### config.mk
export PLATFORM = sky130hd
export DESIGN_NAME = otp_gen
export DESIGN_NICKNAME = d
export VERILOG_FILES = /design/src/verilog/otp_pkg.sv /design/src/verilog/otp_pair_buf.sv /design/src/verilog/otp_gen.sv
export SDC_FILE = /design/constraint.sdc
export NUM_CORES = 1
export LEC_CHECK = 0
export ABC_AREA = 1
export BUFFER_PORTS_ARGS = -buffer_cell sky130_fd_sc_hd__buf_2
export CELL_PAD_IN_SITES_DETAIL_PLACEMENT = 0
export CELL_PAD_IN_SITES_GLOBAL_PLACEMENT = 2
export CORE_MARGIN = 2
export CORE_UTILIZATION = 39
export DETAILED_ROUTE_END_ITERATION = 12
export PLACE_DENSITY = 0.95
export SLEW_MARGIN = 15
export SYNTH_ARGS = -nofsm -noshare
export SYNTH_HDL_FRONTEND = slang
export SYNTH_SLANG_ARGS = --single-unit
### constraint.sdc
create_clock -name clk_i -period 12.9 [get_ports clk_i]
set_input_delay 0 -clock clk_i [delete_from_list [all_inputs] [get_ports clk_i]]
set_output_delay 0 -clock clk_i [all_outputs]
set_load 0.05 [all_outputs]
### src/verilog/otp_pkg.sv
// package for the output test pattern generator
// assumes one pixel clock domain and byte-wide registers at 6-bit addresses
`default_nettype none

package otp_pkg;

    // -----------------------------------------------------------------
    // widths
    // -----------------------------------------------------------------
    localparam int ADDR_W = 6;   // register address width
    localparam int CODE_W = 14;  // output code width
    localparam int LFSR_W = 15;  // pseudo-random register length

    // -----------------------------------------------------------------
    // register offsets
    // -----------------------------------------------------------------
    localparam logic [5:0] OFF_START_HI = 6'h30; // pattern_start_high
    localparam logic [5:0] OFF_START_LO = 6'h31; // pattern_start_low
    localparam logic [5:0] OFF_WIDTH_HI = 6'h32; // region_width_high
    localparam logic [5:0] OFF_WIDTH_LO = 6'h33; // region_width_low
    localparam logic [5:0] OFF_CTRL     = 6'h34; // generator_control
    localparam logic [5:0] OFF_SPACING  = 6'h35; // pattern_spacing
    localparam logic [5:0] OFF_INCR     = 6'h36; // pattern_increment
    localparam logic [5:0] OFF_CH2_DLY  = 6'h37; // second_channel_line_delay
    localparam logic [5:0] OFF_CODE_HI  = 6'h38; // pattern_code_high
    localparam logic [5:0] OFF_CODE_LO  = 6'h39; // pattern_code_low

    // -----------------------------------------------------------------
    // reset values
    // -----------------------------------------------------------------
    localparam logic [7:0] RST_BYTE = 8'h00; // every register
    localparam logic [3:0] RST_DLY  = 4'h0;  // channel 2 delay field
    localparam logic [5:0] RST_LOW6 = 6'h00; // low six code bits

    // -----------------------------------------------------------------
    // control field positions
    // -----------------------------------------------------------------
    localparam int CTL_SWITCH = 7; // pattern switch
    localparam int CTL_MODE_H = 6; // mode field top
    localparam int CTL_MODE_L = 4; // mode field bottom
    localparam int CTL_PRBS   = 3; // pseudo-random enable
    localparam int CTL_SEED   = 2; // load seed enable
    localparam int CTL_SEL_H  = 1; // channel select top

    // channel select codes
    localparam logic [1:0] SEL_BOTH = 2'h0;
    localparam logic [1:0] SEL_CH1  = 2'h1;
    localparam logic [1:0] SEL_CH2  = 2'h2;

    // lfsr taps x^15 + x^14 + 1, counted from zero
    localparam int LFSR_TAP_A = 14;
    localparam int LFSR_TAP_B = 13;
    localparam logic [14:0] LFSR_ONE = 15'h0001; // substitute for zero seed

    // pattern modes, encoded 0..7 in listed order
    typedef enum logic [2:0] {
        MODE_FIXED, MODE_HGRAD, MODE_VGRAD, MODE_LATTICE,
        MODE_STRIPE, MODE_LINK_SYNC, MODE_LINK_FREE, MODE_UNUSED
    } otp_mode_t;

    // one pixel pair, channel 1 and channel 2
    typedef struct packed {
        logic [CODE_W-1:0] ch1;
        logic [CODE_W-1:0] ch2;
    } otp_pix_t;

endpackage

`default_nettype wire

### src/verilog/otp_pair_buf.sv
// two-entry buffer with valid/ready on both sides
// assumes one clock; in_ready_o falls only when both entries hold data
`timescale 1ns/10ps
`default_nettype none

module otp_pair_buf #(
    parameter int WIDTH = 28 // word width
) (
    input  wire logic             clk_i,
    input  wire logic             reset_i,
    input  wire logic             in_valid_i,
    output logic                  in_ready_o,
    input  wire logic [WIDTH-1:0] in_data_i,
    output logic                  out_valid_o,
    input  wire logic             out_ready_i,
    output logic [WIDTH-1:0]      out_data_o
);

    // -----------------------------------------------------------------
    // state
    // -----------------------------------------------------------------
    typedef struct packed {
        logic [1:0][WIDTH-1:0] mem;  // two words
        logic                  wptr; // next slot to fill
        logic                  rptr; // next slot to drain
        logic [1:0]            cnt;  // words held
    } otp_buf_state_t;

    otp_buf_state_t st_ff;  // registered state
    otp_buf_state_t nxt_st; // next state
    logic           push;   // word taken
    logic           pop;    // word given

    // next state
    always_comb
    begin
        nxt_st      = st_ff;
        in_ready_o  = (st_ff.cnt != 2'h2);
        out_valid_o = (st_ff.cnt != 2'h0);
        out_data_o  = st_ff.mem[st_ff.rptr];
        push        = in_valid_i & in_ready_o;
        pop         = out_valid_o & out_ready_i;
        if (push)
        begin
            nxt_st.mem[st_ff.wptr] = in_data_i;
            nxt_st.wptr            = ~st_ff.wptr;
        end
        if (pop)
        begin
            nxt_st.rptr = ~st_ff.rptr;
        end
        // count follows push and pop together
        if (push && !pop)
        begin
            nxt_st.cnt = st_ff.cnt + 2'h1;
        end
        else if (pop && !push)
        begin
            nxt_st.cnt = st_ff.cnt - 2'h1;
        end
    end

    // register
    always_ff @(posedge clk_i or posedge reset_i)
    begin
        if (reset_i)
        begin
            st_ff <= '0;
        end
        else
        begin
            st_ff <= nxt_st;
        end
    end

endmodule // otp_pair_buf

`default_nettype wire

### src/verilog/otp_gen.sv
// output test pattern generator: replaces pixel pairs by synthetic codes
// assumes adc pairs on clk_i, line sync from a pin, byte register port
//
// Function
// - 16-bit start count in two bytes
// - 16-bit region width in two bytes
// - switch bit selects pattern over normal data
// - 3-bit mode field selects pattern kind
// - pseudo-random enable beats pattern switch
// - load seed into lfsr at line edge
// - channel select routes pattern to channels
// - pitch sets pixel and line spacing
// - gradients increase by step each pitch
// - lattice/stripe low code from step register
// - channel 2 delayed by offset lines
// - value is fixed, start or high code
// - low six value bits at next address
//
// Local design decision: the strobed register port.
`timescale 1ns/10ps
`default_nettype none

module otp_gen (
    input  wire logic                    clk_i,
    input  wire logic                    reset_i,
    input  wire logic [5:0]              reg_addr_i,
    input  wire logic [7:0]              reg_wdata_i,
    input  wire logic                    reg_wr_i,
    input  wire logic                    reg_rd_i,
    output logic [7:0]                   reg_rdata_o,
    input  wire logic                    line_sync_input_i,
    input  wire logic                    adc_valid_i,
    output logic                         adc_ready_o,
    input  wire otp_pkg::otp_pix_t       adc_data_i,
    output logic                         out_valid_o,
    input  wire logic                    out_ready_i,
    output otp_pkg::otp_pix_t            out_data_o
);

    // -----------------------------------------------------------------
    // state
    // -----------------------------------------------------------------
    typedef struct packed {
        logic        sync1;     // line sync first stage
        logic        sync2;     // line sync second stage
        logic        sync_prev; // for edge detect
        logic [15:0] start;     // region start
        logic [15:0] width;     // region width
        logic [7:0]  ctrl;      // control byte
        logic [7:0]  pitch;     // spacing
        logic [7:0]  step;      // increment / low code
        logic [3:0]  dly;       // channel 2 line delay
        logic [13:0] value;     // high code / seed
        logic [7:0]  rdata;     // read answer
        logic [15:0] pix;       // pixels since line edge
        logic [7:0]  h_cnt;     // pixel within pitch
        logic [13:0] h_code;    // horizontal gradient code
        logic        h_phase;   // stripe phase
        logic        s_phase;   // synced link test phase
        logic        f_phase;   // free link test phase
        logic [4:0]  lines;     // line edges since enable
        logic [1:0][7:0]  v_cnt;  // line within pitch, per channel
        logic [1:0][13:0] v_code; // vertical gradient code, per channel
        logic [14:0] lfsr;      // pseudo-random register
    } otp_gen_state_t;

    otp_gen_state_t    st_ff;    // registered state
    otp_gen_state_t    nxt_st;   // next state
    logic              edge_w;   // line sync leading edge
    logic              gen_on;   // switch or prbs set
    logic              accept;   // pixel taken this cycle
    logic              in_reg;   // pixel inside valid region
    logic [15:0]       idx;      // pixel index of this cycle
    logic [14:0]       seed;     // lfsr seed from value
    otp_pkg::otp_pix_t buf_in;   // word entering the buffer
    logic              buf_rdy;  // buffer can take a word
    otp_pkg::otp_mode_t mode;    // decoded mode

    // -----------------------------------------------------------------
    // pattern code for one channel
    // -----------------------------------------------------------------
    function automatic logic [13:0] pat_code(
        input otp_pkg::otp_mode_t m,
        input otp_gen_state_t     s,
        input logic [7:0]         vc,
        input logic [13:0]        vcode,
        input logic [13:0]        dflt
    );
        logic [13:0] low;
        low = {6'h00, s.step};
        case (m)
            otp_pkg::MODE_FIXED:     pat_code = s.value;
            otp_pkg::MODE_HGRAD:     pat_code = s.h_code;
            otp_pkg::MODE_VGRAD:     pat_code = vcode;
            // grid lines high, cells low
            otp_pkg::MODE_LATTICE:   pat_code = (s.h_cnt == 8'h00 || vc == 8'h00)
                                                ? s.value : low;
            otp_pkg::MODE_STRIPE:    pat_code = s.h_phase ? low : s.value;
            otp_pkg::MODE_LINK_SYNC: pat_code = s.s_phase ? ~s.value : s.value;
            otp_pkg::MODE_LINK_FREE: pat_code = s.f_phase ? ~s.value : s.value;
            default:                 pat_code = dflt; // unused code passes data
        endcase
    endfunction

    // -----------------------------------------------------------------
    // next state
    // -----------------------------------------------------------------
    always_comb
    begin
        logic [8:0]  h_next;
        logic [8:0]  v_next;
        logic [16:0] diff;
        logic        use_ch;
        logic [13:0] code;
        logic [13:0] raw;
        h_next = 9'h000;
        v_next = 9'h000;
        diff   = 17'h00000;
        use_ch = 1'b0;
        code   = 14'h0000;
        raw    = 14'h0000;
        nxt_st = st_ff;
        // synchroniser and edge
        nxt_st.sync1     = line_sync_input_i;
        nxt_st.sync2     = st_ff.sync1;
        nxt_st.sync_prev = st_ff.sync2;
        edge_w  = st_ff.sync2 & ~st_ff.sync_prev;
        gen_on  = st_ff.ctrl[otp_pkg::CTL_SWITCH] | st_ff.ctrl[otp_pkg::CTL_PRBS];
        mode    = otp_pkg::otp_mode_t'(st_ff.ctrl[otp_pkg::CTL_MODE_H:otp_pkg::CTL_MODE_L]);
        accept  = adc_valid_i & buf_rdy;
        seed    = ({1'b0, st_ff.value} == 15'h0000) ? otp_pkg::LFSR_ONE
                                                   : {1'b0, st_ff.value};
        // pixel index restarts at the edge
        idx  = edge_w ? 16'h0000 : st_ff.pix;
        diff = {1'b0, idx} - {1'b0, st_ff.start};
        in_reg = (idx >= st_ff.start) && (diff < {1'b0, st_ff.width});
        nxt_st.pix = idx;
        if (accept && idx != 16'hFFFF)
        begin
            nxt_st.pix = idx + 16'h0001;
        end
        // line edge: restart horizontal trackers
        if (edge_w)
        begin
            nxt_st.h_cnt   = 8'h00;
            nxt_st.h_code  = st_ff.value;
            nxt_st.h_phase = 1'b0;
            nxt_st.s_phase = 1'b0;
            if (st_ff.lines != 5'h1F)
            begin
                nxt_st.lines = st_ff.lines + 5'h01;
            end
            // vertical trackers; channel 2 waits dly extra lines
            for (int c = 0; c < 2; c++)
            begin
                v_next = {1'b0, st_ff.v_cnt[c]} + 9'h001;
                if (st_ff.lines >= ((c == 1) ? {1'b0, st_ff.dly} + 5'h01 : 5'h01))
                begin
                    if (v_next >= {1'b0, st_ff.pitch})
                    begin
                        nxt_st.v_cnt[c]  = 8'h00;
                        nxt_st.v_code[c] = st_ff.v_code[c] + {6'h00, st_ff.step};
                    end
                    else
                    begin
                        nxt_st.v_cnt[c] = v_next[7:0];
                    end
                end
            end
        end
        // generator off: frame restarts at next enable
        if (!gen_on)
        begin
            nxt_st.lines = 5'h00;
            for (int c = 0; c < 2; c++)
            begin
                nxt_st.v_cnt[c]  = 8'h00;
                nxt_st.v_code[c] = st_ff.value;
            end
        end
        // lfsr: seed at edge, else step per pixel
        if (edge_w && st_ff.ctrl[otp_pkg::CTL_SEED])
        begin
            nxt_st.lfsr = seed;
        end
        else if (accept)
        begin
            nxt_st.lfsr = {st_ff.lfsr[13:0],
                           st_ff.lfsr[otp_pkg::LFSR_TAP_A] ^ st_ff.lfsr[otp_pkg::LFSR_TAP_B]};
        end
        // per-channel output word; horizontal trackers seen after any edge restart, vertical ones as registered
        buf_in = adc_data_i;
        for (int c = 0; c < 2; c++)
        begin
            raw    = (c == 0) ? adc_data_i.ch1 : adc_data_i.ch2;
            use_ch = (st_ff.ctrl[otp_pkg::CTL_SEL_H:0] == otp_pkg::SEL_BOTH) ||
                     (st_ff.ctrl[otp_pkg::CTL_SEL_H:0] == ((c == 0) ? otp_pkg::SEL_CH1
                                                                   : otp_pkg::SEL_CH2));
            if (st_ff.ctrl[otp_pkg::CTL_PRBS])
            begin
                code = st_ff.lfsr[13:0];
            end
            else
            begin
                code = pat_code(mode, nxt_st, st_ff.v_cnt[c], st_ff.v_code[c], raw);
            end
            if (!(gen_on && in_reg && use_ch))
            begin
                code = raw;
            end
            if (c == 0)
            begin
                buf_in.ch1 = code;
            end
            else
            begin
                buf_in.ch2 = code;
            end
        end
        // horizontal trackers advance per pixel inside the region; link test phases flip on every accepted pixel
        if (accept)
        begin
            nxt_st.s_phase = ~nxt_st.s_phase;
            nxt_st.f_phase = ~st_ff.f_phase;
            if (in_reg)
            begin
                h_next = {1'b0, nxt_st.h_cnt} + 9'h001;
                if (h_next >= {1'b0, st_ff.pitch})
                begin
                    nxt_st.h_cnt   = 8'h00;
                    nxt_st.h_code  = nxt_st.h_code + {6'h00, st_ff.step};
                    nxt_st.h_phase = ~nxt_st.h_phase;
                end
                else
                begin
                    nxt_st.h_cnt = h_next[7:0];
                end
            end
        end
        // register writes
        if (reg_wr_i)
        begin
            case (reg_addr_i)
                otp_pkg::OFF_START_HI: nxt_st.start[15:8] = reg_wdata_i;
                otp_pkg::OFF_START_LO: nxt_st.start[7:0]  = reg_wdata_i;
                otp_pkg::OFF_WIDTH_HI: nxt_st.width[15:8] = reg_wdata_i;
                otp_pkg::OFF_WIDTH_LO: nxt_st.width[7:0]  = reg_wdata_i;
                otp_pkg::OFF_CTRL:     nxt_st.ctrl        = reg_wdata_i;
                otp_pkg::OFF_SPACING:  nxt_st.pitch       = reg_wdata_i;
                otp_pkg::OFF_INCR:     nxt_st.step        = reg_wdata_i;
                otp_pkg::OFF_CH2_DLY:  nxt_st.dly         = reg_wdata_i[3:0];
                otp_pkg::OFF_CODE_HI:  nxt_st.value[13:6] = reg_wdata_i;
                otp_pkg::OFF_CODE_LO:  nxt_st.value[5:0]  = reg_wdata_i[5:0];
                default:               nxt_st.value       = nxt_st.value; // unmapped ignored
            endcase
        end
        // register reads, answer stands one cycle
        nxt_st.rdata = 8'h00;
        if (reg_rd_i)
        begin
            case (reg_addr_i)
                otp_pkg::OFF_START_HI: nxt_st.rdata = st_ff.start[15:8];
                otp_pkg::OFF_START_LO: nxt_st.rdata = st_ff.start[7:0];
                otp_pkg::OFF_WIDTH_HI: nxt_st.rdata = st_ff.width[15:8];
                otp_pkg::OFF_WIDTH_LO: nxt_st.rdata = st_ff.width[7:0];
                otp_pkg::OFF_CTRL:     nxt_st.rdata = st_ff.ctrl;
                otp_pkg::OFF_SPACING:  nxt_st.rdata = st_ff.pitch;
                otp_pkg::OFF_INCR:     nxt_st.rdata = st_ff.step;
                otp_pkg::OFF_CH2_DLY:  nxt_st.rdata = {4'h0, st_ff.dly};
                otp_pkg::OFF_CODE_HI:  nxt_st.rdata = st_ff.value[13:6];
                otp_pkg::OFF_CODE_LO:  nxt_st.rdata = {2'h0, st_ff.value[5:0]};
                default:               nxt_st.rdata = 8'h00; // unmapped reads zero
            endcase
        end
    end

    // register
    always_ff @(posedge clk_i or posedge reset_i)
    begin
        if (reset_i)
        begin
            st_ff      <= '0;
            st_ff.lfsr <= otp_pkg::LFSR_ONE; // never all zero
        end
        else
        begin
            st_ff <= nxt_st;
        end
    end

    assign reg_rdata_o = st_ff.rdata;
    assign adc_ready_o = buf_rdy;

    // -----------------------------------------------------------------
    // output buffer
    // -----------------------------------------------------------------
    otp_pair_buf #(
        .WIDTH      ($bits(otp_pkg::otp_pix_t))
    ) u_buf (
        .clk_i       (clk_i),
        .reset_i     (reset_i),
        .in_valid_i  (adc_valid_i),
        .in_ready_o  (buf_rdy),
        .in_data_i   (buf_in),
        .out_valid_o (out_valid_o),
        .out_ready_i (out_ready_i),
        .out_data_o  (out_data_o)
    );
endmodule // otp_gen

`default_nettype wire

## Word-level counts from Yosys, hierarchy flattened

Cells that the tools add are included.

- Add/sub/neg operators: 12
- Order comparisons: 10
- Eq/ne operators: 27
- Muxes and demuxes: 41
- Bitwise logic cells: 12
- Reduce and logical (&&, ||, !) cells: 39

Operator list:

| operator | number |
|---|---|
| 2-to-1 mux 14 bit | 14 |
| one-hot mux 14 bit (7 select lines) | 2 |
| 2-to-1 mux 49 bit | 2 |
| 2-to-1 mux 28 bit | 3 |
| one-hot mux 8 bit (10 select lines) | 1 |
| equality test 6 bit, second input constant | 10 |
| bitwise mux 56 bit | 1 |
| 2-to-1 mux 8 bit | 6 |
| 2-to-1 mux 15 bit | 3 |
| adder 14 x 8 -> 14 bit | 3 |
| 2-to-1 mux 16 bit | 2 |
| demux 28 bit (select 1 bit) | 1 |
| adder 8 x 1 -> 9 bit, second input constant | 3 |
| >= comparator 9 x 8 -> 1 bit | 3 |
| AND reduction 2 bit | 13 |
| 2-to-1 mux 25 bit | 1 |
| zero test 8 bit | 3 |
| 2-to-1 mux 24 bit | 1 |
| 2-to-1 mux 23 bit | 1 |
| < comparator 17 x 16 -> 1 bit | 1 |
| subtractor 16 x 16 -> 17 bit | 1 |
| adder 16 x 1 -> 16 bit, second input constant | 1 |
| >= comparator 16 bit | 1 |
| inequality test 16 bit, second input constant | 1 |
| other kinds (31) | 63 |

- Register bits: 250
- Bits of input ports: 49
- Output and inout bits: 38
- Word-level logic and storage cells: 172

## Logic depth before layout (Yosys ltp)

- Depth in word-level cells: 10
- Gate-level depth with buffers: 32
- Depth with buffers taken out: 29

## Cells and area by module

Synthesis repeated with hierarchy kept, for this count alone.

- Cell total of the unflattened synthesis: 2612
- Area, all modules: 17997.3 µm²

By module, submodules not included:

| module | instances | cells each | area an instance (µm²) | seq. area each (µm²) |
|---|---|---|---|---|
| otp_gen | 1 | 2243 | 15088.2 | 4755.8 |
| otp_pair_buf | 1 | 369 | 2909.0 | 1501.4 |

## Least setup slack after synthesis

OpenSTA, ideal clock, no wires.

- Path type: reg-to-reg
- From: register st_ff, in the netlist nxt_st[187]
- To: register u_buf.st_ff[57] (netlist name)
- Setup time: 118 ps
- Arrival time: 3829 ps
- Required time: 12782 ps
- Slack: 8953 ps
- Stages on the path, launching flop included: 32
- Path buffers: 4
- Clock period less this slack: 3947 ps
- Cell sequence: dfrtp_1 -> inv_1 -> nor2_1 -> buf_4 -> buf_2 -> nor2_1 -> inv_1 -> ha_1 -> inv_1 -> fa_1 -> nand3_1 -> nand2_1 -> nand4_1 -> nand2_2 -> nand3_1 -> nand2_1 -> xor2_1 -> ha_1 -> a21oi_1 -> nor2_1 -> a211oi_1 -> nand2_1 -> nand2_1 -> nand2_1 -> nand2_1 -> nand3_1 -> nor2_2 -> buf_6 -> buf_4 -> nand4_1 -> nand3_1 -> nand2_1

- Longest elaborated chain between the ends: 9
- Elaborated cells between the ends (all ways): 18
- Classes of those cells: add/sub: 1; order compare: 2; mux: 9; bitwise: 1; reduce/logical: 5

RTL lines:

| what | RTL line | RTL |
|---|---|---|
| start: declaration | otp_gen.sv:67 | `otp_gen_state_t st_ff;` |
| start signal: assignment | otp_gen.sv:287 | `st_ff <= nxt_st;` |
| bitwise AND 1 bit (*) | otp_gen.sv:127 | `edge_w = st_ff.sync2 & ~st_ff.sync_prev;` |
| 2-to-1 mux 16 bit or 2-to-1 mux 24 bit (tied branches) | otp_gen.sv:134, otp_gen.sv:143 |  |
| subtractor 16 x 16 -> 17 bit or zero test 8 bit (tied branches) | otp_gen.sv:135, otp_gen.sv:96 |  |
| < comparator 17 x 16 -> 1 bit or logical OR 1 bit (tied branches) | otp_gen.sv:136, otp_gen.sv:96 |  |
| logical AND 1 bit or 2-to-1 mux 14 bit (tied branches) | otp_gen.sv:136, otp_gen.sv:97 |  |
| logical AND 1 bit or one-hot mux 14 bit (7 select lines) (tied branches) | otp_gen.sv:207, otp_gen.sv:91 |  |
| logical AND 1 bit or 2-to-1 mux 14 bit (tied branches) | otp_gen.sv:207, otp_gen.sv:199 |  |
| 2-to-1 mux 14 bit (*) | otp_gen.sv:207 | `if (!(gen_on && in_reg && use_ch))` |
| bitwise mux 56 bit (*) | otp_pair_buf.sv:45 | `nxt_st.mem[st_ff.wptr] = in_data_i;` |
| end signal: assignment | otp_pair_buf.sv:72 | `st_ff <= nxt_st;` |
| end: declaration | otp_pair_buf.sv:29 | `otp_buf_state_t st_ff;` |

Mark *: on every way between the ends. The rest lies on a longest branch, timed or not.
A chain may end at the register's enable or synchronous reset.

==> impl_metrics.toml <==
[clock_tree]
cts_tree = "built"
clockBufferDepth = 3
cts.sinks = 250
cts_resized = 0
htreeDepth = 1
clkTransAtPathRegs_ps = 60
cts_made_buffers = 30
cts_setup_buffers = 0
postCtsHoldBufs = 40
insertion_delay_ps = 580
clockRootBuffer = "clkbuf_16"

[layout]
final_nets = 2629
n_antenna_cell = 0
fin_util_pct = 44.79
drive_above_1_share_pct = 8.363
area_delta_synth_final_pct = 12.86

[sta]
min_period_ps = 4733
fin_setup_tns_ps = 0
period_share_pct = 36.69
tightestPinTransition_ps = 1151
whs_ps = 22.84
hold_viol_final = 0
finalMaxSlewViolations = 0
rsz0062_at_grt = "no"
fin_skew_ps = 15.95
relSlewSlack_pct = 23.16
setup_viol = 0
max_freq_mhz = 211.3

[flow_run]
maxCapViolCount = 0

[route]
num_vias = 16380
top_layer = "met4"
wirelength_um = 57580
wire_per_inst_um = 18.67
drt_iter0_drc = 1526
first_pass_iters = 6
route.met3.wl_um = 3054
wl_met2_um = 26590
antenna_left = 0
met1_length_um = 26310
drc = 0
viasPerCell = 5.311

[critical_path]
timing.rr.start = "nxt_st[187]"
required_ps = 13370
critPathLaunchType = "flip-flop"
cp_top_family = "simple AND/OR/NAND/NOR gates"
cp-end-kind = "flip-flop"
worstPathMaxFanout = 38
path_buf_inv = 3
max_stage_delay_ps = 400
path_class = "reg2reg"
crit_start = "nxt_st[187]"
crit_top_cell = "nand2_1"
slowest_stage = "dfrtp_1"
cp.arrival_ps = 5200

[place]
dp_hpwl_um = 41900
numPortBuffers = 86
place_congestion = 0.9565

[yosys]
ys_top_cells_by_count = "nand2_1, inv_1, dfrtp_1"
synth_flop_cell = "dfrtp_1"
synth_edf_count = 0
yosys.area.top_type = "dfrtp_1"
synthTopCellsByArea = "dfrtp_1, nand2_1, ha_1"
ys_seq_area_share_pct = 36.52
yosysTopAreaCellShare_pct = 36.37
avgSynthCellArea_sq_um = 7.138
syn_inst = 2400
yosysWarnings = 0
synth.most_common_cell = "nand2_1"
ys_types = 51
synthesis.nets = 2549
synthArstFlopShare_pct = 100.0
syn-cell-area_sq_um = 17130
synth_seq_cells = 250

[grt]
antenna_found_initial = 1
grt_pass1_vias = 15640
grt_first_pass_wirelength_um = 89790
grt_max_degree = 140
grt_use_total_pct = 25.43
gr-total-overflow = 0

[pwr]
p_leak_nw = 9.754
p_per_area_nw_per_um2 = 182.9
vdd_drop_max_mv = 0.1048

[floorplan]
die-area_sq_um = 45620
rows = 76
initial_core_util_pct = 39.68
die_h_um = 213.6
die_w_um = 213.6
ioPinCount = 87
core-area_sq_um = 43170

[status]
status = "finished clean"

[min_path]
hp-class = "in2reg"
hold_start = "adc_valid_i"
## final timing paths
kind / endpoint / slack (ps) / cells after the start
worst max-delay path: st_ff[76] / 8170 / 27
min in group asynchronous: st_ff[21] / 120 / 3
worst min-delay path: u_buf.st_ff[3] / 20 / 4
worst max register to register: st_ff[76] / 8170 / 27
worst min register to register: nxt_st[187] / 410 / 0
max in group asynchronous: st_ff[156] / 11440 / 4
## per-layer routing
| layer | up-vias | global-route usage, % |
|---|---|---|
| met3 | 99 | 3.017 |
| met4 | 0 | 7.854 |
| met2 | 494 | 41.87 |
| met1 | 7740 | 35.03 |
| met5 | - | 0 |
| li1 | 8046 | - |
## report_power, final
group          internal (mW)  total [mW]  switching, mW  leakage, nW
registers              0.990        1.15          0.164         3.24
logic                  0.464        1.54           1.07         6.04
clock network          0.493       0.847          0.354        0.474
total                   1.95        3.54           1.59         9.75
## cell usage in the layout (no fill, tap or decap), types with 7 or more instances in the layout
cell           instances
nand2_1              646
inv_1                286
dfrtp_1              249
nand3_1              191
o21ai_0              180
a21oi_1              157
nor2_1               156
ha_1                  96
buf_2                 86
xor2_1                59
nand4_1               49
dlygate4sd3_1         40
o22ai_1               33
clkbuf_16             31
nor3_1                29
nand2_2               28
xnor2_1               15
a31oi_1               15
buf_4                 13
a211oi_1              11
nor4_1                 9
o211ai_1               9
o21ai_1                9
nor2_2                 7
## worst register-to-register path: stages (launching register included)
cell and delay (ps):
dfrtp_1 400, inv_1 50, nor2_1 80, buf_4 270
nor2_1 110, ha_1 350, a21oi_1 170, nand2_1 110
a41oi_1 350, o21bai_1 140, a21boi_0 330, xnor2_1 170
ha_1 250, nand2_1 80, nor2_1 50, a211oi_1 180
nand2_1 80, nand2_1 60, nand2_1 50, nand2_1 60
nand3_1 80, nor2_2 80, buf_4 390, nand2_2 210
nor2_4 320, nand2_1 100, nand2_1 70, nand2_1 50
## flip-flops by register name, summed over array words and instances (netlist names)
signal / flops
reg_rdata_o: 8
nxt_st: 2
u_buf.st_ff: 60
mode: 3
st_ff: 177
## per-stage QoR
step / setup WS (ps) / total power, mW / instance area, sq um / cells
floorplan: 6030 / 2.251 / 17130 / 2400
global placement: 8326 / 2.655 / 17970 / 2993
detailed placement: 8195 / 2.681 / 17970 / 2993
CTS: 8184 / 3.550 / 19330 / 3084
global route: 7633 / 3.791 / 19330 / 3084
finish: 8167 / 3.536 / 19330 / 3084
## cell type report
cell class                      instances  area [sq um]
Tap cell                              585         732.0
Timing Repair Buffer                  140         948.4
Multi-Input combinational cell       1760          9311
Fill cell                            4485         23840
Clock buffer                           39         835.8
Clock inverter                         12         123.9
Sequential cell                       250          6257
Inverter                              298          1126
## kinds of logic after synthesis
group	Yosys count	share of synthesized area, %
AOI/OAI and AO/OA	450	14.46
xor gates and xnor gates	74	3.783
adders and majority gates	100	7.479
buffers and inverters	390	9.151
DFF	250	36.53
muxes	3	0.1972
and+or+nand+nor	1133	28.40
(Power assumes the default switching activity.)
